$ cat config.mk
export PLATFORM = sky130hd
export DESIGN_NAME = cce_top
export DESIGN_NICKNAME = d
export VERILOG_FILES = /design/src/shared/cce_pkg.sv /design/src/cce_top.sv
export VERILOG_INCLUDE_DIRS = /design/src /design/src/shared
export SDC_FILE = /design/constraint.sdc
export NUM_CORES = 1
export LEC_CHECK = 0
export BUFFER_PORTS_ARGS = -buffer_cell sky130_fd_sc_hd__buf_2
export CAP_MARGIN = 15
export CORE_MARGIN = 2
export CORE_UTILIZATION = 40
export DETAILED_ROUTE_END_ITERATION = 16
export PLACE_DENSITY = 0.62
export SLEW_MARGIN = 20
export SYNTH_ARGS = -nofsm -noshare
export SYNTH_HDL_FRONTEND = slang
export SYNTH_SLANG_ARGS = --single-unit
$ cat constraint.sdc
create_clock -name CLOCK -period 7.8 [get_ports CLOCK]
set_input_delay 1.56 -clock CLOCK [delete_from_list [all_inputs] [get_ports CLOCK]]
set_output_delay 1.56 -clock CLOCK [all_outputs]
set_load 0.01 [all_outputs]
$ cat src/shared/cce_regs.svh
// register offsets, field positions and fixed values of the command executor
`ifndef CCE_REGS_SVH
`define CCE_REGS_SVH
`define CCE_OFF_CMD      8'h00
`define CCE_OFF_OUTQ     8'h04
`define CCE_OFF_STB      8'h08
`define CCE_OFF_SRE      8'h0C
`define CCE_OFF_ESR      8'h10
`define CCE_OFF_SETUP    8'h14
`define CCE_OFF_STAT     8'h18
`define CCE_OFF_ARM      8'h1C
`define CCE_STB_MAV      4
`define CCE_STB_RQS      6
`define CCE_SRE_MAV      4
`define CCE_ESR_OPC      0
`define CCE_SETUP_PRESET 32'h00000001
`define CCE_ASCII_ONE    32'h00000031
`define CCE_ASCII_COMMA  32'h0000002C
`define CCE_ASCII_NONE   32'h4E4F4E45
`define CCE_SLOT_MAX     4'h3
`define CCE_ROM_SUM      8'h64
`define CCE_RESP_OKAY    2'h0
`define CCE_RESP_SLVERR  2'h2
`endif

$ cat src/shared/cce_pkg.sv
// types of the common command executor
package cce_pkg;
    typedef enum logic [7:0] {
        CCE_NOP      = 8'h00,
        CCE_OPC      = 8'h01,
        CCE_OPCQ     = 8'h02,
        CCE_OPTQ     = 8'h03,
        CCE_SAV      = 8'h04,
        CCE_RCL      = 8'h05,
        CCE_RST      = 8'h06,
        CCE_TRG      = 8'h07,
        CCE_TSTQ     = 8'h08,
        CCE_WAI      = 8'h09,
        CCE_INIT     = 8'h0A,
        CCE_INITC    = 8'h0B,
        CCE_INITC_OFF = 8'h0C
    } cce_op_t;
    typedef struct packed {
        logic [3:0] prm;
        cce_op_t    op;
    } cce_cmd_t;
    typedef enum logic [2:0] {
        S_FETCH = 3'b000,
        S_EXEC  = 3'b001,
        S_OPCQ  = 3'b010,
        S_OPT   = 3'b011,
        S_TST   = 3'b100,
        S_TSTR  = 3'b101,
        S_WAI   = 3'b110
    } cce_state_t;
endpackage

$ cat src/cce_top.sv
// common command executor with AXI4-Lite register access
// Operation
// - OPC query queues ASCII one only after last pending operation finishes
// - a queued response sets message-available bit four of status byte
// - message-available with enable bit four set raises request-for-service bit
// - after initiate, completion waits until measurement returns to idle
// - OPC query keeps executing until its one is in the output queue
// - option query returns slot model, or NONE, comma separated
// - save and recall take location 0 to 3, four setups
// - save holds all reset-affected settings; recall restores them (here only the setup word; arm source and continuous initiate are not saved)
// - failed recall falls back to preset values
// - reset restores defaults, cancels pending commands and OPC responses
// - trigger command acts exactly like a bus group execute trigger
// - bus trigger honoured only when arm source is bus
// - self-test checksums ROM and queues 0 pass, 1 fail
// - queued responses leave only while host addresses device to talk
// - sequential command finishes before the next starts
// - only initiate, continuous initiate on and trigger overlap
// - wait-to-continue holds later commands until overlapped operations end
// - after trigger, waiting lasts until trigger pointer settles
// - OPC command sets event bit zero once pending work completes
//
// Design decisions made here: register access over AXI4-Lite and the placing of the registers.
`timescale 1ns/100ps
`include "cce_regs.svh"
module cce_top import cce_pkg::*; #(
    parameter int CQ_DEPTH = 4,
    parameter int OQ_DEPTH = 8
) (
    input  wire logic        CLOCK,
    input  wire logic        SYS_RST,
    input  wire logic [7:0]  S_AXI_AWADDR,
    input  wire logic        S_AXI_AWVALID,
    output logic             S_AXI_AWREADY,
    input  wire logic [31:0] S_AXI_WDATA,
    input  wire logic [3:0]  S_AXI_WSTRB,
    input  wire logic        S_AXI_WVALID,
    output logic             S_AXI_WREADY,
    output logic [1:0]       S_AXI_BRESP,
    output logic             S_AXI_BVALID,
    input  wire logic        S_AXI_BREADY,
    input  wire logic [7:0]  S_AXI_ARADDR,
    input  wire logic        S_AXI_ARVALID,
    output logic             S_AXI_ARREADY,
    output logic [31:0]      S_AXI_RDATA,
    output logic [1:0]       S_AXI_RRESP,
    output logic             S_AXI_RVALID,
    input  wire logic        S_AXI_RREADY,
    input  wire logic        MEAS_IDLE,
    input  wire logic        TRIG_SETTLED,
    input  wire logic        GET_IN,
    input  wire logic        TALK,
    input  wire logic [31:0] SLOT0_MODEL,
    input  wire logic [31:0] SLOT1_MODEL,
    output logic             TRIG_OUT,
    output logic             INIT_OUT
);
    localparam int CW = $clog2(CQ_DEPTH);
    localparam int OW = $clog2(OQ_DEPTH);
    localparam logic [7:0] ROM [8] = '{8'h11, 8'h22, 8'h33, 8'h44,
                                       8'h55, 8'h66, 8'h77, 8'h88};

    logic [7:0]  aw_addr;
    logic [31:0] w_data;
    logic [3:0]  w_strb;
    logic        wr_en;
    logic        wr_map;
    logic        rd_en;
    logic        rd_map;
    logic [31:0] next_rdata;
    logic [3:0]  sync_m;
    logic [3:0]  sync_s;
    logic        get_d;
    logic        idle_s;
    logic        settled_s;
    logic        talk_s;
    logic        get_rise;
    cce_cmd_t    cq [CQ_DEPTH];
    logic [CW-1:0] cq_head;
    logic [CW-1:0] cq_tail;
    logic [CW:0] cq_cnt;
    logic [31:0] oq [OQ_DEPTH];
    logic [OW-1:0] oq_head;
    logic [OW-1:0] oq_tail;
    logic [OW:0] oq_cnt;
    logic        oq_push;
    logic        oq_pop;
    logic [31:0] oq_wdata;
    cce_state_t  state;
    cce_cmd_t    cur;
    logic [2:0]  step;
    logic [7:0]  tst_sum;
    logic        tst_fail;
    logic        exec;
    logic        wr_cmd;
    logic        rst_cmd;
    logic        cq_push;
    logic        cq_pop;
    logic        trig_evt;
    logic        init_pend;
    logic        seen_busy;
    logic        trg_pend;
    logic        trg_moved;
    logic        cont_on;
    logic        opc_armed;
    logic        pending;
    logic        mav;
    logic        rqs;
    logic [7:0]  stb;
    logic [7:0]  sre;
    logic [7:0]  esr;
    logic        arm_bus;
    logic [31:0] setup;
    logic [31:0] slot_mem [4];
    logic [3:0]  slot_ok;
    logic        rcl_err;
    logic [31:0] stat;

    ////////////////////////////////////////////////////////////////////////
    // bus slave: address and data taken in either order
    assign wr_en = !S_AXI_AWREADY && !S_AXI_WREADY && !S_AXI_BVALID;
    assign wr_map = (aw_addr == `CCE_OFF_CMD) || (aw_addr == `CCE_OFF_SRE)
                 || (aw_addr == `CCE_OFF_ESR) || (aw_addr == `CCE_OFF_SETUP)
                 || (aw_addr == `CCE_OFF_ARM);
    assign rd_en = S_AXI_ARVALID && S_AXI_ARREADY;
    assign rd_map = (S_AXI_ARADDR[7:5] == 3'h0) && (S_AXI_ARADDR[1:0] == 2'h0);

    always_ff @(posedge CLOCK or posedge SYS_RST) begin
        if (SYS_RST) begin
            S_AXI_AWREADY <= 1'b1;
            S_AXI_WREADY  <= 1'b1;
            S_AXI_BVALID  <= 1'b0;
            S_AXI_BRESP   <= `CCE_RESP_OKAY;
            aw_addr       <= 8'h00;
            w_data        <= 32'h00000000;
            w_strb        <= 4'h0;
        end else begin
            if (S_AXI_AWVALID && S_AXI_AWREADY) begin
                aw_addr       <= S_AXI_AWADDR;
                S_AXI_AWREADY <= 1'b0;
            end
            if (S_AXI_WVALID && S_AXI_WREADY) begin
                w_data       <= S_AXI_WDATA;
                w_strb       <= S_AXI_WSTRB;
                S_AXI_WREADY <= 1'b0;
            end
            if (wr_en) begin
                S_AXI_BVALID <= 1'b1;
                S_AXI_BRESP  <= (wr_map && w_strb == 4'hF) ? `CCE_RESP_OKAY
                                                          : `CCE_RESP_SLVERR;
            end
            if (S_AXI_BVALID && S_AXI_BREADY) begin
                S_AXI_BVALID  <= 1'b0;
                S_AXI_AWREADY <= 1'b1;
                S_AXI_WREADY  <= 1'b1;
            end
        end
    end

    always_comb begin
        next_rdata = 32'h00000000;
        if (S_AXI_ARADDR == `CCE_OFF_OUTQ) begin
            if (talk_s && oq_cnt != '0) next_rdata = oq[oq_head];
        end else if (S_AXI_ARADDR == `CCE_OFF_STB) begin
            next_rdata = {24'h000000, stb};
        end else if (S_AXI_ARADDR == `CCE_OFF_SRE) begin
            next_rdata = {24'h000000, sre};
        end else if (S_AXI_ARADDR == `CCE_OFF_ESR) begin
            next_rdata = {24'h000000, esr};
        end else if (S_AXI_ARADDR == `CCE_OFF_SETUP) begin
            next_rdata = setup;
        end else if (S_AXI_ARADDR == `CCE_OFF_STAT) begin
            next_rdata = stat;
        end else if (S_AXI_ARADDR == `CCE_OFF_ARM) begin
            next_rdata = {31'h00000000, arm_bus};
        end
    end

    always_ff @(posedge CLOCK or posedge SYS_RST) begin
        if (SYS_RST) begin
            S_AXI_ARREADY <= 1'b1;
            S_AXI_RVALID  <= 1'b0;
            S_AXI_RDATA   <= 32'h00000000;
            S_AXI_RRESP   <= `CCE_RESP_OKAY;
        end else if (rd_en) begin
            S_AXI_ARREADY <= 1'b0;
            S_AXI_RVALID  <= 1'b1;
            S_AXI_RDATA   <= next_rdata;
            S_AXI_RRESP   <= rd_map ? `CCE_RESP_OKAY : `CCE_RESP_SLVERR;
        end else if (S_AXI_RVALID && S_AXI_RREADY) begin
            S_AXI_RVALID  <= 1'b0;
            S_AXI_ARREADY <= 1'b1;
        end
    end

    ////////////////////////////////////////////////////////////////////////
    // pin synchronisers
    always_ff @(posedge CLOCK or posedge SYS_RST) begin
        if (SYS_RST) begin
            sync_m <= 4'h0;
            sync_s <= 4'h0;
            get_d  <= 1'b0;
        end else begin
            sync_m <= {MEAS_IDLE, TRIG_SETTLED, GET_IN, TALK};
            sync_s <= sync_m;
            get_d  <= sync_s[1];
        end
    end
    assign idle_s    = sync_s[3];
    assign settled_s = sync_s[2];
    assign talk_s    = sync_s[0];
    assign get_rise  = sync_s[1] && !get_d;

    ////////////////////////////////////////////////////////////////////////
    // command queue; held commands keep arriving while execution waits
    assign wr_cmd  = wr_en && aw_addr == `CCE_OFF_CMD && w_strb == 4'hF;
    // reset bypasses the queue, otherwise a held wait could never be broken
    assign rst_cmd = wr_cmd && w_data[7:0] == CCE_RST;
    assign cq_push = wr_cmd && !rst_cmd && cq_cnt != (CW+1)'(CQ_DEPTH);
    assign cq_pop  = state == S_FETCH && cq_cnt != '0;

    always_ff @(posedge CLOCK) begin
        if (cq_push) cq[cq_tail] <= cce_cmd_t'(w_data[11:0]);
    end

    always_ff @(posedge CLOCK or posedge SYS_RST) begin
        if (SYS_RST) begin
            cq_head <= '0;
            cq_tail <= '0;
            cq_cnt  <= '0;
        end else if (rst_cmd) begin
            cq_head <= '0;
            cq_tail <= '0;
            cq_cnt  <= '0;
        end else begin
            if (cq_push) cq_tail <= CW'(cq_tail + 1'b1);
            if (cq_pop) cq_head <= CW'(cq_head + 1'b1);
            cq_cnt <= (CW+1)'(cq_cnt + cq_push - cq_pop);
        end
    end

    ////////////////////////////////////////////////////////////////////////
    // output queue, drained only while talk is addressed
    assign oq_pop = rd_en && S_AXI_ARADDR == `CCE_OFF_OUTQ && talk_s
                 && oq_cnt != '0;

    always_ff @(posedge CLOCK) begin
        if (oq_push) oq[oq_tail] <= oq_wdata;
    end

    always_ff @(posedge CLOCK or posedge SYS_RST) begin
        if (SYS_RST) begin
            oq_head <= '0;
            oq_tail <= '0;
            oq_cnt  <= '0;
        end else begin
            if (oq_push) oq_tail <= OW'(oq_tail + 1'b1);
            if (oq_pop) oq_head <= OW'(oq_head + 1'b1);
            oq_cnt <= (OW+1)'(oq_cnt + oq_push - oq_pop);
        end
    end

    ////////////////////////////////////////////////////////////////////////
    // sequencer: one command at a time, sequential ones run to the end
    assign exec    = state == S_EXEC;
    assign pending = init_pend || trg_pend;

    always_comb begin
        oq_push  = 1'b0;
        oq_wdata = `CCE_ASCII_ONE;
        if (state == S_OPCQ) begin
            oq_push = !pending && oq_cnt != (OW+1)'(OQ_DEPTH);
        end else if (state == S_OPT) begin
            oq_push = oq_cnt != (OW+1)'(OQ_DEPTH);
            if (step == 3'h1) begin
                oq_wdata = `CCE_ASCII_COMMA;
            end else if (step == 3'h0) begin
                oq_wdata = (SLOT0_MODEL == '0) ? `CCE_ASCII_NONE : SLOT0_MODEL;
            end else begin
                oq_wdata = (SLOT1_MODEL == '0) ? `CCE_ASCII_NONE : SLOT1_MODEL;
            end
        end else if (state == S_TSTR) begin
            oq_push  = oq_cnt != (OW+1)'(OQ_DEPTH);
            oq_wdata = {31'h00000000, tst_sum != `CCE_ROM_SUM};
        end
    end

    always_ff @(posedge CLOCK or posedge SYS_RST) begin
        if (SYS_RST) begin
            state    <= S_FETCH;
            cur      <= '{prm: 4'h0, op: CCE_NOP};
            step     <= 3'h0;
            tst_sum  <= 8'h00;
            tst_fail <= 1'b0;
        end else if (rst_cmd) begin
            state <= S_FETCH;
        end else begin
            case (state)
                S_FETCH: begin
                    if (cq_pop) begin
                        cur   <= cq[cq_head];
                        state <= S_EXEC;
                    end
                end
                S_EXEC: begin
                    step    <= 3'h0;
                    tst_sum <= 8'h00;
                    case (cur.op)
                        CCE_OPCQ: state <= S_OPCQ;
                        CCE_OPTQ: state <= S_OPT;
                        CCE_TSTQ: state <= S_TST;
                        CCE_WAI:  state <= S_WAI;
                        default:  state <= S_FETCH;
                    endcase
                end
                S_OPCQ: begin
                    if (oq_push) state <= S_FETCH;
                end
                S_OPT: begin
                    if (oq_push) begin
                        step <= 3'(step + 1'b1);
                        if (step == 3'h2) state <= S_FETCH;
                    end
                end
                S_TST: begin
                    tst_sum <= 8'(tst_sum + ROM[step]);
                    step    <= 3'(step + 1'b1);
                    if (step == 3'h7) state <= S_TSTR;
                end
                S_TSTR: begin
                    if (oq_push) begin
                        tst_fail <= oq_wdata[0];
                        state    <= S_FETCH;
                    end
                end
                S_WAI: begin
                    if (!pending) state <= S_FETCH;
                end
                default: state <= S_FETCH;
            endcase
        end
    end

    ////////////////////////////////////////////////////////////////////////
    // overlapped operations and completion tracking
    // trigger command and bus trigger share one path
    assign trig_evt = (exec && cur.op == CCE_TRG) || get_rise;

    always_ff @(posedge CLOCK or posedge SYS_RST) begin
        if (SYS_RST) begin
            init_pend <= 1'b0;
            seen_busy <= 1'b0;
            trg_pend  <= 1'b0;
            trg_moved <= 1'b0;
            cont_on   <= 1'b0;
            opc_armed <= 1'b0;
        end else if (rst_cmd) begin
            init_pend <= 1'b0;
            seen_busy <= 1'b0;
            trg_pend  <= 1'b0;
            trg_moved <= 1'b0;
            cont_on   <= 1'b0;
            opc_armed <= 1'b0;
        end else begin
            if (exec && (cur.op == CCE_INIT || cur.op == CCE_INITC)) begin
                init_pend <= 1'b1;
                seen_busy <= 1'b0;
            end else if (init_pend && !idle_s) begin
                seen_busy <= 1'b1;
            end else if (init_pend && seen_busy && !cont_on) begin
                init_pend <= 1'b0;
            end
            if (exec && cur.op == CCE_INITC) cont_on <= 1'b1;
            else if (exec && cur.op == CCE_INITC_OFF) cont_on <= 1'b0;
            // set wins so a fresh trigger is never lost
            // settled pin lags the pulse, so the pointer must be seen moving first
            if (trig_evt && arm_bus) begin
                trg_pend  <= 1'b1;
                trg_moved <= 1'b0;
            end else if (trg_pend && !settled_s) begin
                trg_moved <= 1'b1;
            end else if (trg_pend && trg_moved) begin
                trg_pend  <= 1'b0;
            end
            if (exec && cur.op == CCE_OPC) opc_armed <= 1'b1;
            else if (!pending) opc_armed <= 1'b0;
        end
    end

    always_ff @(posedge CLOCK or posedge SYS_RST) begin
        if (SYS_RST) begin
            TRIG_OUT <= 1'b0;
            INIT_OUT <= 1'b0;
        end else begin
            TRIG_OUT <= trig_evt && arm_bus && !rst_cmd;
            INIT_OUT <= exec && !rst_cmd
                     && (cur.op == CCE_INIT || cur.op == CCE_INITC);
        end
    end

    ////////////////////////////////////////////////////////////////////////
    // status byte and event register
    assign mav = oq_cnt != '0;
    assign rqs = mav && sre[`CCE_SRE_MAV];
    always_comb begin
        stb = 8'h00;
        stb[`CCE_STB_MAV] = mav;
        stb[`CCE_STB_RQS] = rqs;
    end

    always_ff @(posedge CLOCK or posedge SYS_RST) begin
        if (SYS_RST) begin
            sre     <= 8'h00;
            esr     <= 8'h00;
            arm_bus <= 1'b0;
        end else begin
            if (wr_en && aw_addr == `CCE_OFF_SRE && w_strb == 4'hF) sre <= w_data[7:0];
            if (rst_cmd) arm_bus <= 1'b0;
            else if (wr_en && aw_addr == `CCE_OFF_ARM && w_strb == 4'hF) arm_bus <= w_data[0];
            // write one to clear; completion in the same cycle wins
            if (opc_armed && !pending && !rst_cmd) esr[`CCE_ESR_OPC] <= 1'b1;
            else if (wr_en && aw_addr == `CCE_OFF_ESR && w_strb == 4'hF)
                esr <= esr & ~w_data[7:0];
        end
    end

    ////////////////////////////////////////////////////////////////////////
    // setup word and four saved copies
    always_ff @(posedge CLOCK) begin
        if (exec && cur.op == CCE_SAV && cur.prm <= `CCE_SLOT_MAX)
            slot_mem[cur.prm[1:0]] <= setup;
    end

    always_ff @(posedge CLOCK or posedge SYS_RST) begin
        if (SYS_RST) begin
            setup   <= `CCE_SETUP_PRESET;
            slot_ok <= 4'h0;
            rcl_err <= 1'b0;
        end else if (rst_cmd) begin
            setup <= `CCE_SETUP_PRESET;
        end else if (exec && cur.op == CCE_SAV && cur.prm <= `CCE_SLOT_MAX) begin
            slot_ok[cur.prm[1:0]] <= 1'b1;
        end else if (exec && cur.op == CCE_RCL) begin
            if (cur.prm <= `CCE_SLOT_MAX && slot_ok[cur.prm[1:0]]) begin
                setup   <= slot_mem[cur.prm[1:0]];
                rcl_err <= 1'b0;
            end else begin
                setup   <= `CCE_SETUP_PRESET;
                rcl_err <= 1'b1;
            end
        end else if (wr_en && aw_addr == `CCE_OFF_SETUP && w_strb == 4'hF) begin
            setup <= w_data;
        end
    end

    always_comb begin
        stat = 32'h00000000;
        stat[3:0]   = 4'(cq_cnt);
        stat[7:4]   = 4'(oq_cnt);
        stat[10:8]  = state;
        stat[11]    = pending;
        stat[12]    = cont_on;
        stat[13]    = opc_armed;
        stat[14]    = rcl_err;
        stat[15]    = tst_fail;
    end

    ////////////////////////////////////////////////////////////////////////
    // checks
    property p_opc_one;
        @(posedge CLOCK) disable iff (SYS_RST)
        (state == S_OPCQ && oq_push) |-> !pending;
    endproperty
    a_opc_one: assert property (p_opc_one) else $error("one queued early");

    property p_mav;
        @(posedge CLOCK) disable iff (SYS_RST)
        (oq_push && !oq_pop) |=> stb[`CCE_STB_MAV];
    endproperty
    a_mav: assert property (p_mav) else $error("mav not set");

    property p_rqs;
        @(posedge CLOCK) disable iff (SYS_RST)
        stb[`CCE_STB_RQS] == (oq_cnt != '0 && sre[`CCE_SRE_MAV]);
    endproperty
    a_rqs: assert property (p_rqs) else $error("rqs wrong");

    property p_opcq_hold;
        @(posedge CLOCK) disable iff (SYS_RST)
        (state == S_OPCQ && pending && !rst_cmd) |=> state == S_OPCQ;
    endproperty
    a_opcq_hold: assert property (p_opcq_hold) else $error("opc left early");

    property p_rcl_fail;
        @(posedge CLOCK) disable iff (SYS_RST)
        (exec && cur.op == CCE_RCL && !rst_cmd
         && (cur.prm > `CCE_SLOT_MAX || !slot_ok[cur.prm[1:0]]))
        |=> setup == `CCE_SETUP_PRESET && rcl_err;
    endproperty
    a_rcl_fail: assert property (p_rcl_fail) else $error("recall fallback");

    property p_rst;
        @(posedge CLOCK) disable iff (SYS_RST)
        rst_cmd |=> cq_cnt == '0 && !opc_armed && state == S_FETCH
                 && !pending ##1 !esr[`CCE_ESR_OPC] || $past(esr[`CCE_ESR_OPC]);
    endproperty
    a_rst: assert property (p_rst) else $error("reset incomplete");

    property p_arm;
        @(posedge CLOCK) disable iff (SYS_RST)
        (trig_evt && !arm_bus) |=> !TRIG_OUT;
    endproperty
    a_arm: assert property (p_arm) else $error("trigger not gated");

    property p_talk;
        @(posedge CLOCK) disable iff (SYS_RST)
        (rd_en && S_AXI_ARADDR == `CCE_OFF_OUTQ && !talk_s)
        |=> S_AXI_RDATA == 32'h00000000 && $stable(oq_head);
    endproperty
    a_talk: assert property (p_talk) else $error("pop without talk");

    property p_wai;
        @(posedge CLOCK) disable iff (SYS_RST)
        (state == S_WAI && pending && !rst_cmd) |=> state == S_WAI && !cq_pop;
    endproperty
    a_wai: assert property (p_wai) else $error("wait released");

    property p_opc_bit;
        @(posedge CLOCK) disable iff (SYS_RST)
        (opc_armed && !pending && !rst_cmd) |=> esr[`CCE_ESR_OPC] && !opc_armed;
    endproperty
    a_opc_bit: assert property (p_opc_bit) else $error("opc bit missing");

    c_opcq: cover property (@(posedge CLOCK) state == S_OPCQ && oq_push);
    c_wai: cover property (@(posedge CLOCK) state == S_WAI ##1 state == S_FETCH);
    c_opt: cover property (@(posedge CLOCK) state == S_OPT && step == 3'h2 && oq_push);
    c_tst: cover property (@(posedge CLOCK) state == S_TSTR && oq_push);
endmodule

* Word level (Yosys, flattened, before mapping)
Memory sizes are Yosys's and may differ from the RTL's. A register that Yosys moved wholly into a read port is not among the register bits.
Cells that the tools add are included.
Widths: inputs -> output; s select.
** Word-level totals
- Logic and storage cells :: 304
- Input bits :: 127
- Flip-flop bits (word level) :: 188
- Bits in read-only memories :: 64
- Memories kept :: 4
- Output and inout bits :: 43
- Bits in writable memories :: 432
** Cells by class
- Bitwise logic cells :: 7
- Add/subtract/negate cells :: 10
- Order comparisons :: 4
- Reductions and logical operators :: 104
- Equality and inequality tests :: 47
- Muxes and demuxes :: 89
** Memory list
- oq :: words 8, width 32, read ports 1, clocked after memory_dff 0, wr ports 1, line cce_top.sv:82 : logic [31:0] oq [OQ_DEPTH];
- slot_mem :: words 4, width 32, read ports 1, clocked after memory_dff 0, wr ports 1, line cce_top.sv:114 : logic [31:0] slot_mem [4];
- (name not given) :: words 8, width 8, read ports 1, clocked after memory_dff 0, wr ports 0, line cce_top.sv:326 : tst_sum <= 8'(tst_sum + ROM[step]);
- cq :: words 4, width 12, read ports 1, clocked after memory_dff 1, wr ports 1, line cce_top.sv:78 : cce_cmd_t cq [CQ_DEPTH];
** Operators with widths (number)
- $mux 32 :: 17
- $eq 8x4->1 const B :: 8
- $logic_not 32->1 :: 2
- $eq 8x5->1 const B :: 7
- $logic_and 1x1->1 :: 51
- $mux 1 :: 47
- $eq 8x3->1 const B :: 5
- $mux 3 :: 9
- $reduce_bool 3->1 :: 8
- $ne 3x3->1 const B :: 7
- $pmux 3 s6 :: 1
- $reduce_bool 2->1 :: 9
- $eq 8x2->1 const B :: 2
- $mux 16 :: 1
- $mux 8 :: 2
- $pmux 8 s2 :: 1
- $eq 3x3->1 const B :: 4
- $mux 2 :: 6
- $pmux 3 s4 :: 1
- $reduce_and 2->1 :: 6
- $reduce_and 3->1 :: 4
- $add 3x1->3 const B :: 3
- $eq 3x2->1 const B :: 3
- $logic_not 1->1 :: 9
- other kinds (34) :: 48

* Longest topological paths before layout
Gate-level depths: netlist of the first run.
- Word-level depth :: 12
- Depth in mapped cells :: 14
- Depth with buffers taken out :: 13

* Worst setup path before layout of the first run
No wires, ideal clock.
- Path type :: register to register
- Start point :: register state[1]
- End point :: memory slot_mem[1][0], enable pin
- Path buffers :: 2
- Cell stages (with the launch flop) :: 7
- Arrival :: 4.132 ns
- Library setup time :: 0.468 ns
- Period minus slack after synthesis :: 4.600 ns
- Slack :: 3.200 ns
- Required time :: 7.332 ns
- Cell sequence :: dfrtp_1 clkbuf_1 nor4b_4 nand3b_1 or4_1 clkbuf_1 nor3b_1
** On the way
- Longest elaborated chain between the ends :: 5
** RTL lines
- start: declaration :: line cce_top.sv:89 : cce_state_t state;
- start signal: assignment :: line cce_top.sv:290 : state <= S_FETCH;
- start signal: assignment :: line cce_top.sv:296 : state <= S_FETCH;
- start signal: assignment :: line cce_top.sv:302 : state <= S_EXEC;
- $eq 3x1->1 :: line cce_top.sv:265 : assign exec = state == S_EXEC;
- $logic_and 1x1->1 :: line cce_top.sv:430 : if (exec && cur.op == CCE_SAV && cur.prm <= `CCE_SLOT_MAX)
- $logic_and 1x1->1 (no source line)
- $mux 1 :: line cce_top.sv:430
- $mux 1 (not written as such) :: line cce_top.sv:431 : slot_mem[cur.prm[1:0]] <= setup;
- end: declaration :: line cce_top.sv:114
No other way between the ends.

* Final worst setup path of the first run
- Start point :: input port S_AXI_ARADDR[6]
- End point :: register oq_cnt[2]
** On the way
- Longest elaborated chain between the ends :: 5
** RTL lines
- start: declaration :: line cce_top.sv:42 : input wire logic [7:0] S_AXI_ARADDR,
- $eq 8x3->1 (no source line)
- $logic_and 1x1->1 (no source line)
- $logic_and 1x1->1 (2 in series) :: line cce_top.sv:244 : assign oq_pop = rd_en && S_AXI_ARADDR == `CCE_OFF_OUTQ && talk_s
- $sub 4x1->4 :: line cce_top.sv:259 : oq_cnt <= (OW+1)'(oq_cnt + oq_push - oq_pop);
- end signal: assignment :: line cce_top.sv:259
- end: declaration :: line cce_top.sv:85 : logic [OW:0] oq_cnt;
No other way between the ends.
A chain may end at the register's enable or synchronous reset.

==> results.py, run 1 <==
metrics = {
    "timing": {
        "worstMarginPinSlew_ns": 0.999,
        "fin_ws_ns": 3.15,
        "min_period_ns": 4.65,
        "drv_slew": 0,
        "timing.final.crit_share": 0.596,
        "tns_ns": 0,
        "finalHoldViolations": 0,
        "max_freq_ghz": 0.215,
        "relSlewSlack": 0.330,
        "skew_ns": 0.0225,
        "setup_viol": 0,
        "rsz0062_at_grt": "false",
    },
    "detailed_routing": {
        "drt.antenna.violating_nets": 0,
        "firstDrtPassIters": 5,
        "vias": 14800,
        "wl_um": 61900,
        "post-route-drc-count": 0,
        "wl_per_cell_um": 23.1,
        "avgViaCountPerCell": 5.53,
        "drt_iter0_markers": 1189,
    },
    "global_route": {
        "gr-total-overflow": 0,
        "first_global_vias": 15100,
        "antenna_found_initial": 6,
        "grt_usage": 0.186,
        "grt_pass1_wl_um": 93700,
        "grt_max_degree": 141,
    },
    "worst_setup_path": {
        "crit_path_end_kind": "flip-flop",
        "cp.required_ns": 8.28,
        "path_class": "in -> reg",
        "path_cells": "buf_2 -> or4_1 -> or2_0 -> nor3_4 -> nand3_2 -> inv_2 -> ha_1 -> inv_1 -> ha_1 -> inv_1 -> fa_1 -> xnor2_1",
        "path_max_fanout": 19,
        "worstPathArrival_ns": 5.13,
        "start_kind": "input port",
        "critPathMaxStageDelay_ns": 0.70,
        "r2r_start": "S_AXI_AWREADY",
        "cp_slowest_cell": "or4_1",
        "crit_start": "S_AXI_ARADDR[6]",
    },
    "clock_network": {
        "cts_resized": 0,
        "clockBufferDepth": 3,
        "postCtsSetupRepairBufs": 0,
        "cts_sinks": 630,
        "hold_buffers": 0,
        "cts_tree": "built",
        "cts_root_buf": "clkbuf_16",
        "numCtsBuffers": 66,
        "clkSlewWorstSetupHoldPaths_ns": 0.06,
        "worstSkewPairLatency_ns": 0.60,
        "cts_max_level": 3,
    },
    "synthesis": {
        "ys_async_sr_fraction": 0.314,
        "ys_seq_elements": 630,
        "syn_inst": 1592,
        "synth_top_area_share": 0.498,
        "ys.flop_type": "edfxtp_1",
        "synthTopCellsByArea": "edfxtp_1 50%, dfrtp_1 19%, mux4_2 9.5%",
        "synth_area_leader_cell": "edfxtp_1",
        "synth_edf_count": 432,
        "ys_warn_count": 0,
        "ys_types": 78,
        "syn_area_per_cell_um2": 16.3,
        "ys_seq_area_frac": 0.689,
        "synth_area_um2": 26000,
    },
    "worst_hold_path": {
        "hp-class": "reg -> reg",
        "hp-start": "sync_m[2]",
    },
    "die": {
        "start_util": 0.404,
        "fp.dieArea_um2": 67100,
        "top_level_ports": 170,
        "core_um2": 64300,
        "rows": 93,
        "dieHeight_um": 259,
        "die_w_um": 259,
    },
    "placed_design": {
        "portBuffers": 167,
        "globalplace.congestion": 0.842,
        "dp_hpwl_um": 38800,
        "dp_slack_ns": 2.55,
    },
    "power": {
        "vdd_drop_max_mv": 0.155,
        "p_leak_nw": 11.1,
        "power.density_nw_per_um2": 296,
        "finalPower_mw": 8.91,
    },
    "job": {
        "maxCapViolations": 0,
    },
    "layout": {
        "final_cell_mix": "432 x edfxtp_1, 191 x dfrtp_1, 167 x buf_2",
        "area_growth_pct": 15.5,
        "final_nets": 1928,
        "mostFrequentLayoutCell": "edfxtp_1",
        "drive_gt1_frac": 0.295,
    },
    "outcome": {
        "status": "complete, no violations",
    },
}
power breakdown:
| part | internal (mW) | switching, mW |
|---|---|---|
| registers | 4.01 | 0.470 |
| clock network | 1.81 | 1.29 |
| logic | 0.689 | 0.639 |
| total | 6.51 | 2.40 |
per-stage QoR:
| stage | area (um^2) | utilization | cells | hold WS [ns] |
|---|---|---|---|---|
| after floorplan | 26000 | - | 1593 | 0.331 |
| after global placement | 27900 | 0.434 | 2558 | 0.338 |
| after detailed placement | 27900 | 0.434 | 2558 | 0.335 |
| after CTS | 30000 | 0.467 | 2680 | 0.348 |
| after global routing | 30100 | 0.467 | 2680 | 0.352 |
| final | 30100 | 0.467 | 2681 | 0.347 |
worst paths after layout:
| path | to | depth (start not counted) | slack [ns] |
|---|---|---|---|
| min in group asynchronous | cur[8] | 2 | 1.10 |
| worst min-delay path | sync_s[2] | 0 | 0.35 |
| worst min register to register | sync_s[2] | 0 | 0.35 |
| max in group asynchronous | setup[9] | 3 | 5.32 |
| worst max register to register | cq_cnt[2] | 12 | 4.09 |
| worst max-delay path | oq_cnt[2] | 12 | 3.15 |
logic make-up after synthesis:
family / after synthesis / synth area share
flip-flops: 630 / 0.689
AND/OR/NAND/NOR: 290 / 0.0561
AO/OA/AOI/OAI: 252 / 0.0673
multiplexers: 221 / 0.142
buffers and inverters: 151 / 0.0241
adder cells (fa/ha/maj): 30 / 0.0153
XOR/XNOR: 17 / 0.00572
other: 1 / 0.000144
routing by layer:
metal,GRT usage,vias to the layer above,wire length (um)
li1,-,6535,-
met1,0.260,7679,26600
met2,0.288,524,28900
met3,0.0398,91,4720
met4,0.0641,4,1650
met5,0,-,25
registers in the layout, indices dropped and copies added (netlist names), 2 cells and up:
signal       count
S_AXI_RDATA     32
aw_addr          8
cq              48
cq_cnt           3
cq_head          2
cq_tail          2
cur             12
esr              8
oq             256
oq_cnt           4
oq_head          3
oq_tail          3
setup           32
slot_mem       128
slot_ok          4
sre              8
state            3
step             3
sync_m           4
sync_s           4
tst_sum          8
w_data          32
w_strb           4
final cells by class:
type,instances,area (um^2)
antenna,1,2.50
clock buffer,91,1810
clock inverter,31,327
fill,5492,34300
inverter,66,260
multi-input combinational,812,7600
sequential,630,17900
tap,855,1070
timing repair buffer,195,1050
cells in the mapped netlist, types with 3 or more instances:
cell / n
edfxtp_1: 432
dfrtp_1: 194
mux4_2: 110
nand2_1: 106
mux2_2: 94
o21ai_0: 67
inv_1: 65
nor2_1: 62
clkbuf_1: 54
a22oi_1: 40
a22o_1: 38
ha_1: 27
nor4_1: 21
o22ai_1: 18
mux2i_1: 17
a21oi_1: 16
buf_2: 13
nand3_1: 12
nor2b_1: 12
nor3_1: 12
buf_1: 10
nand4_1: 10
nand2b_1: 9
xnor2_1: 9
nor3b_1: 8
o221ai_1: 8
xor2_1: 8
a21boi_0: 7
a221o_1: 6
and2_1: 6
o21ai_1: 6
a211oi_1: 5
a31oi_1: 5
a21o_1: 4
buf_4: 4
buf_6: 4
dfstp_2: 4
nor4bb_1: 4
o21bai_1: 4
or2_2: 4
or4_1: 4
a221oi_1: 3
fa_1: 3
nor4b_1: 3
o211ai_1: 3
worst max-delay path, delay by kind of cell:
family,cells,cell delay [ns]
simple gates,4,2.13
fa+ha+maj,3,0.84
xor+xnor,1,0.14
buf+inv,4,0.47
No activity file was read; power rests on OpenSTA's default activity.
==> inputs of run 2 (changes only) <==
- ABC_AREA: unset -> 1
- PLACE_DENSITY: 0.62 -> 0.61
- clock period: 7.8 -> 4.3 ns (I/O delays scaled with it)
==> run 2 against run 1 <==
  * Final area grew 3.2%
  * Non-clock buffer count is 17 higher
  * Critical endpoint is now oq[3][17]
  * Global-route usage rose by 2.2 points
  * Clock power up 78%
  * Count of clock-buffer cells in the layout shrank 4
  * Critical path type is now reg -> reg
  * Combinational power is 130% higher
==> results.py, run 2 <==
metrics = {
    "timing": {
        "rsz0062_at_grt": "false",
        "worstMarginPinSlew_ns": 0.915,
        "tns_ns": 0,
        "relSlewSlack": 0.388,
        "fin_ws_ns": 1.32,
        "setup_viol": 0,
        "max_freq_ghz": 0.336,
        "finalHoldViolations": 0,
        "min_period_ns": 2.98,
        "skew_ns": 0.0252,
        "drv_slew": 0,
        "timing.final.crit_share": 0.692,
    },
    "power": {
        "vdd_drop_max_mv": 0.263,
        "finalPower_mw": 16.5,
        "p_leak_nw": 13.0,
        "power.density_nw_per_um2": 532,
    },
    "clock_network": {
        "cts_resized": 0,
        "cts_max_level": 3,
        "cts_tree": "built",
        "numCtsBuffers": 67,
        "hold_buffers": 0,
        "worstSkewPairLatency_ns": 0.61,
        "cts_root_buf": "clkbuf_16",
        "clkSlewWorstSetupHoldPaths_ns": 0.06,
        "clockBufferDepth": 3,
        "postCtsSetupRepairBufs": 0,
        "cts_sinks": 630,
    },
    "worst_setup_path": {
        "r2r_cells": 8,
        "cp.required_ns": 4.58,
        "path_cells": "inv_1 -> ha_1 -> nand2_1 -> buf_4 -> inv_1 -> buf_4 -> nor3_1 -> nor3_1",
        "path_max_fanout": 20,
        "worstPathArrival_ns": 3.25,
        "r2r_start": "step[0]",
        "crit_family": "buffers and inverters",
        "timing.rr.end": "oq[3][17]",
        "start_kind": "flip-flop",
        "crit_path_end_kind": "flip-flop",
        "cp_slowest_cell": "nor3_1",
        "r2r_slack_ns": 1.32,
        "cp.buffers_inverters": 4,
        "path_class": "reg -> reg",
        "critPathMaxStageDelay_ns": 0.74,
    },
    "detailed_routing": {
        "post-route-drc-count": 0,
        "wl_um": 73200,
        "drt_iter0_markers": 1801,
        "wl_per_cell_um": 19.8,
        "vias": 19800,
        "avgViaCountPerCell": 5.34,
        "firstDrtPassIters": 6,
        "drt.antenna.violating_nets": 0,
    },
    "global_route": {
        "grt_max_degree": 93,
        "grt_pass1_wl_um": 112000,
        "first_global_vias": 19100,
        "gr-total-overflow": 0,
        "antenna_found_initial": 2,
        "grt_usage": 0.208,
    },
    "die": {
        "rows": 95,
        "dieHeight_um": 265,
        "fp.dieArea_um2": 70000,
        "top_level_ports": 170,
        "die_w_um": 265,
        "start_util": 0.404,
        "core_um2": 67200,
    },
    "worst_hold_path": {
        "hp-class": "reg -> reg",
        "hp-start": "sync_m[3]",
        "min_to": "sync_s[3]",
        "hold_depth": 0,
    },
    "synthesis": {
        "syn_inst": 2626,
        "synthTopCellsByArea": "edfxtp_1 48%, dfrtp_1 18%, nand2_1 8.8%",
        "syn_area_per_cell_um2": 10.3,
        "ys_warn_count": 0,
        "ys.flop_type": "edfxtp_1",
        "ys_seq_elements": 630,
        "yosysMostFrequentCell": "nand2_1",
        "ys_async_sr_fraction": 0.314,
        "synth_edf_count": 432,
        "ys_types": 50,
        "synth_area_um2": 27100,
        "ys_seq_area_frac": 0.661,
        "synth_top_area_share": 0.478,
        "synth_area_leader_cell": "edfxtp_1",
        "netlist_top_cells_count": "638 x nand2_1, 432 x edfxtp_1, 431 x nor2_1, 217 x o21ai_0, 194 x dfrtp_1",
    },
    "placed_design": {
        "globalplace.congestion": 0.870,
        "portBuffers": 167,
        "dp_slack_ns": 1.09,
        "dp_hpwl_um": 45100,
    },
    "layout": {
        "utilization": 0.462,
        "mostFrequentLayoutCell": "nand2_1",
        "final_cell_mix": "636 x nand2_1, 432 x edfxtp_1, 418 x nor2_1",
        "area_growth_pct": 14.2,
        "final_nets": 2937,
        "drive_gt1_frac": 0.135,
        "nFillCells": 6105,
        "largest_register_ffs": 256,
        "regMostFlops": "oq",
        "antenna_cells": 0,
    },
    "outcome": {
        "status": "complete, no violations",
    },
    "job": {
        "maxCapViolations": 0,
    },
}
-- run 2: area by class of cell --
type / count / area, um^2 / share of cell area
clock inverters: 33 / 275 / 0.00888
clock buffers: 87 / 1810 / 0.0585
inverters: 130 / 494 / 0.0159
repair buffers: 212 / 1210 / 0.0391
flip-flops and latches: 630 / 17900 / 0.579
well taps: 873 / 1090 / 0.0352
multi-input cells: 1739 / 8180 / 0.264
-- run 2: layer usage --
metal  part of all wire  wire [um]  track usage  vias to the layer above
met5            0.00030         22            0                        -
met4              0.026       1930       0.0677                        4
met3              0.087       6360       0.0486                      122
li1                   -          -            -                     9230
met1               0.42      30900        0.283                     9611
met2               0.46      34000        0.330                      809
-- run 2: how the worst max path moves through the flow --
stage / to / cells after the start / slack [ns] / startpoint
after floorplan: INIT_OUT / 1 / 0.88 / SYS_RST
after global placement: oq[3][30] / 8 / 1.16 / SLOT1_MODEL[14]
after detailed placement: oq[3][30] / 8 / 1.09 / SLOT1_MODEL[6]
after CTS: oq[5][30] / 8 / 1.33 / step[0]
after global routing: oq[5][30] / 8 / 1.07 / step[0]
final: oq[3][17] / 8 / 1.32 / step[0]
-- run 2: cell families (layout without fill, tap and decap cells) --
logic type                 after synthesis  after routing  synth area share
AOI/OAI and AO/OA                      388            388            0.0787
xor gates and xnor gates                12             12           0.00387
adders and majority gates               30             30            0.0147
buffers and inverters                  258            462            0.0395
DFF                                    630            630             0.661
muxes                                   32             32            0.0133
other                                    1              2          0.000138
and+or+nand+nor                       1275           1275             0.189
-- run 2: power by group --
group	switching (mW)	internal [mW]
registers	0.696	7.28
logic	1.98	1.05
clock network	2.34	3.17
-- run 2: per-stage QoR --
step | std cells | instance area (um^2) | hold slack (ns)
after floorplan | 2627 | 27200 | 0.331
after global placement | 3584 | 28900 | 0.338
after detailed placement | 3584 | 28900 | 0.337
after CTS | 3704 | 31000 | 0.313
after global routing | 3704 | 31000 | 0.332
final | 3704 | 31000 | 0.349
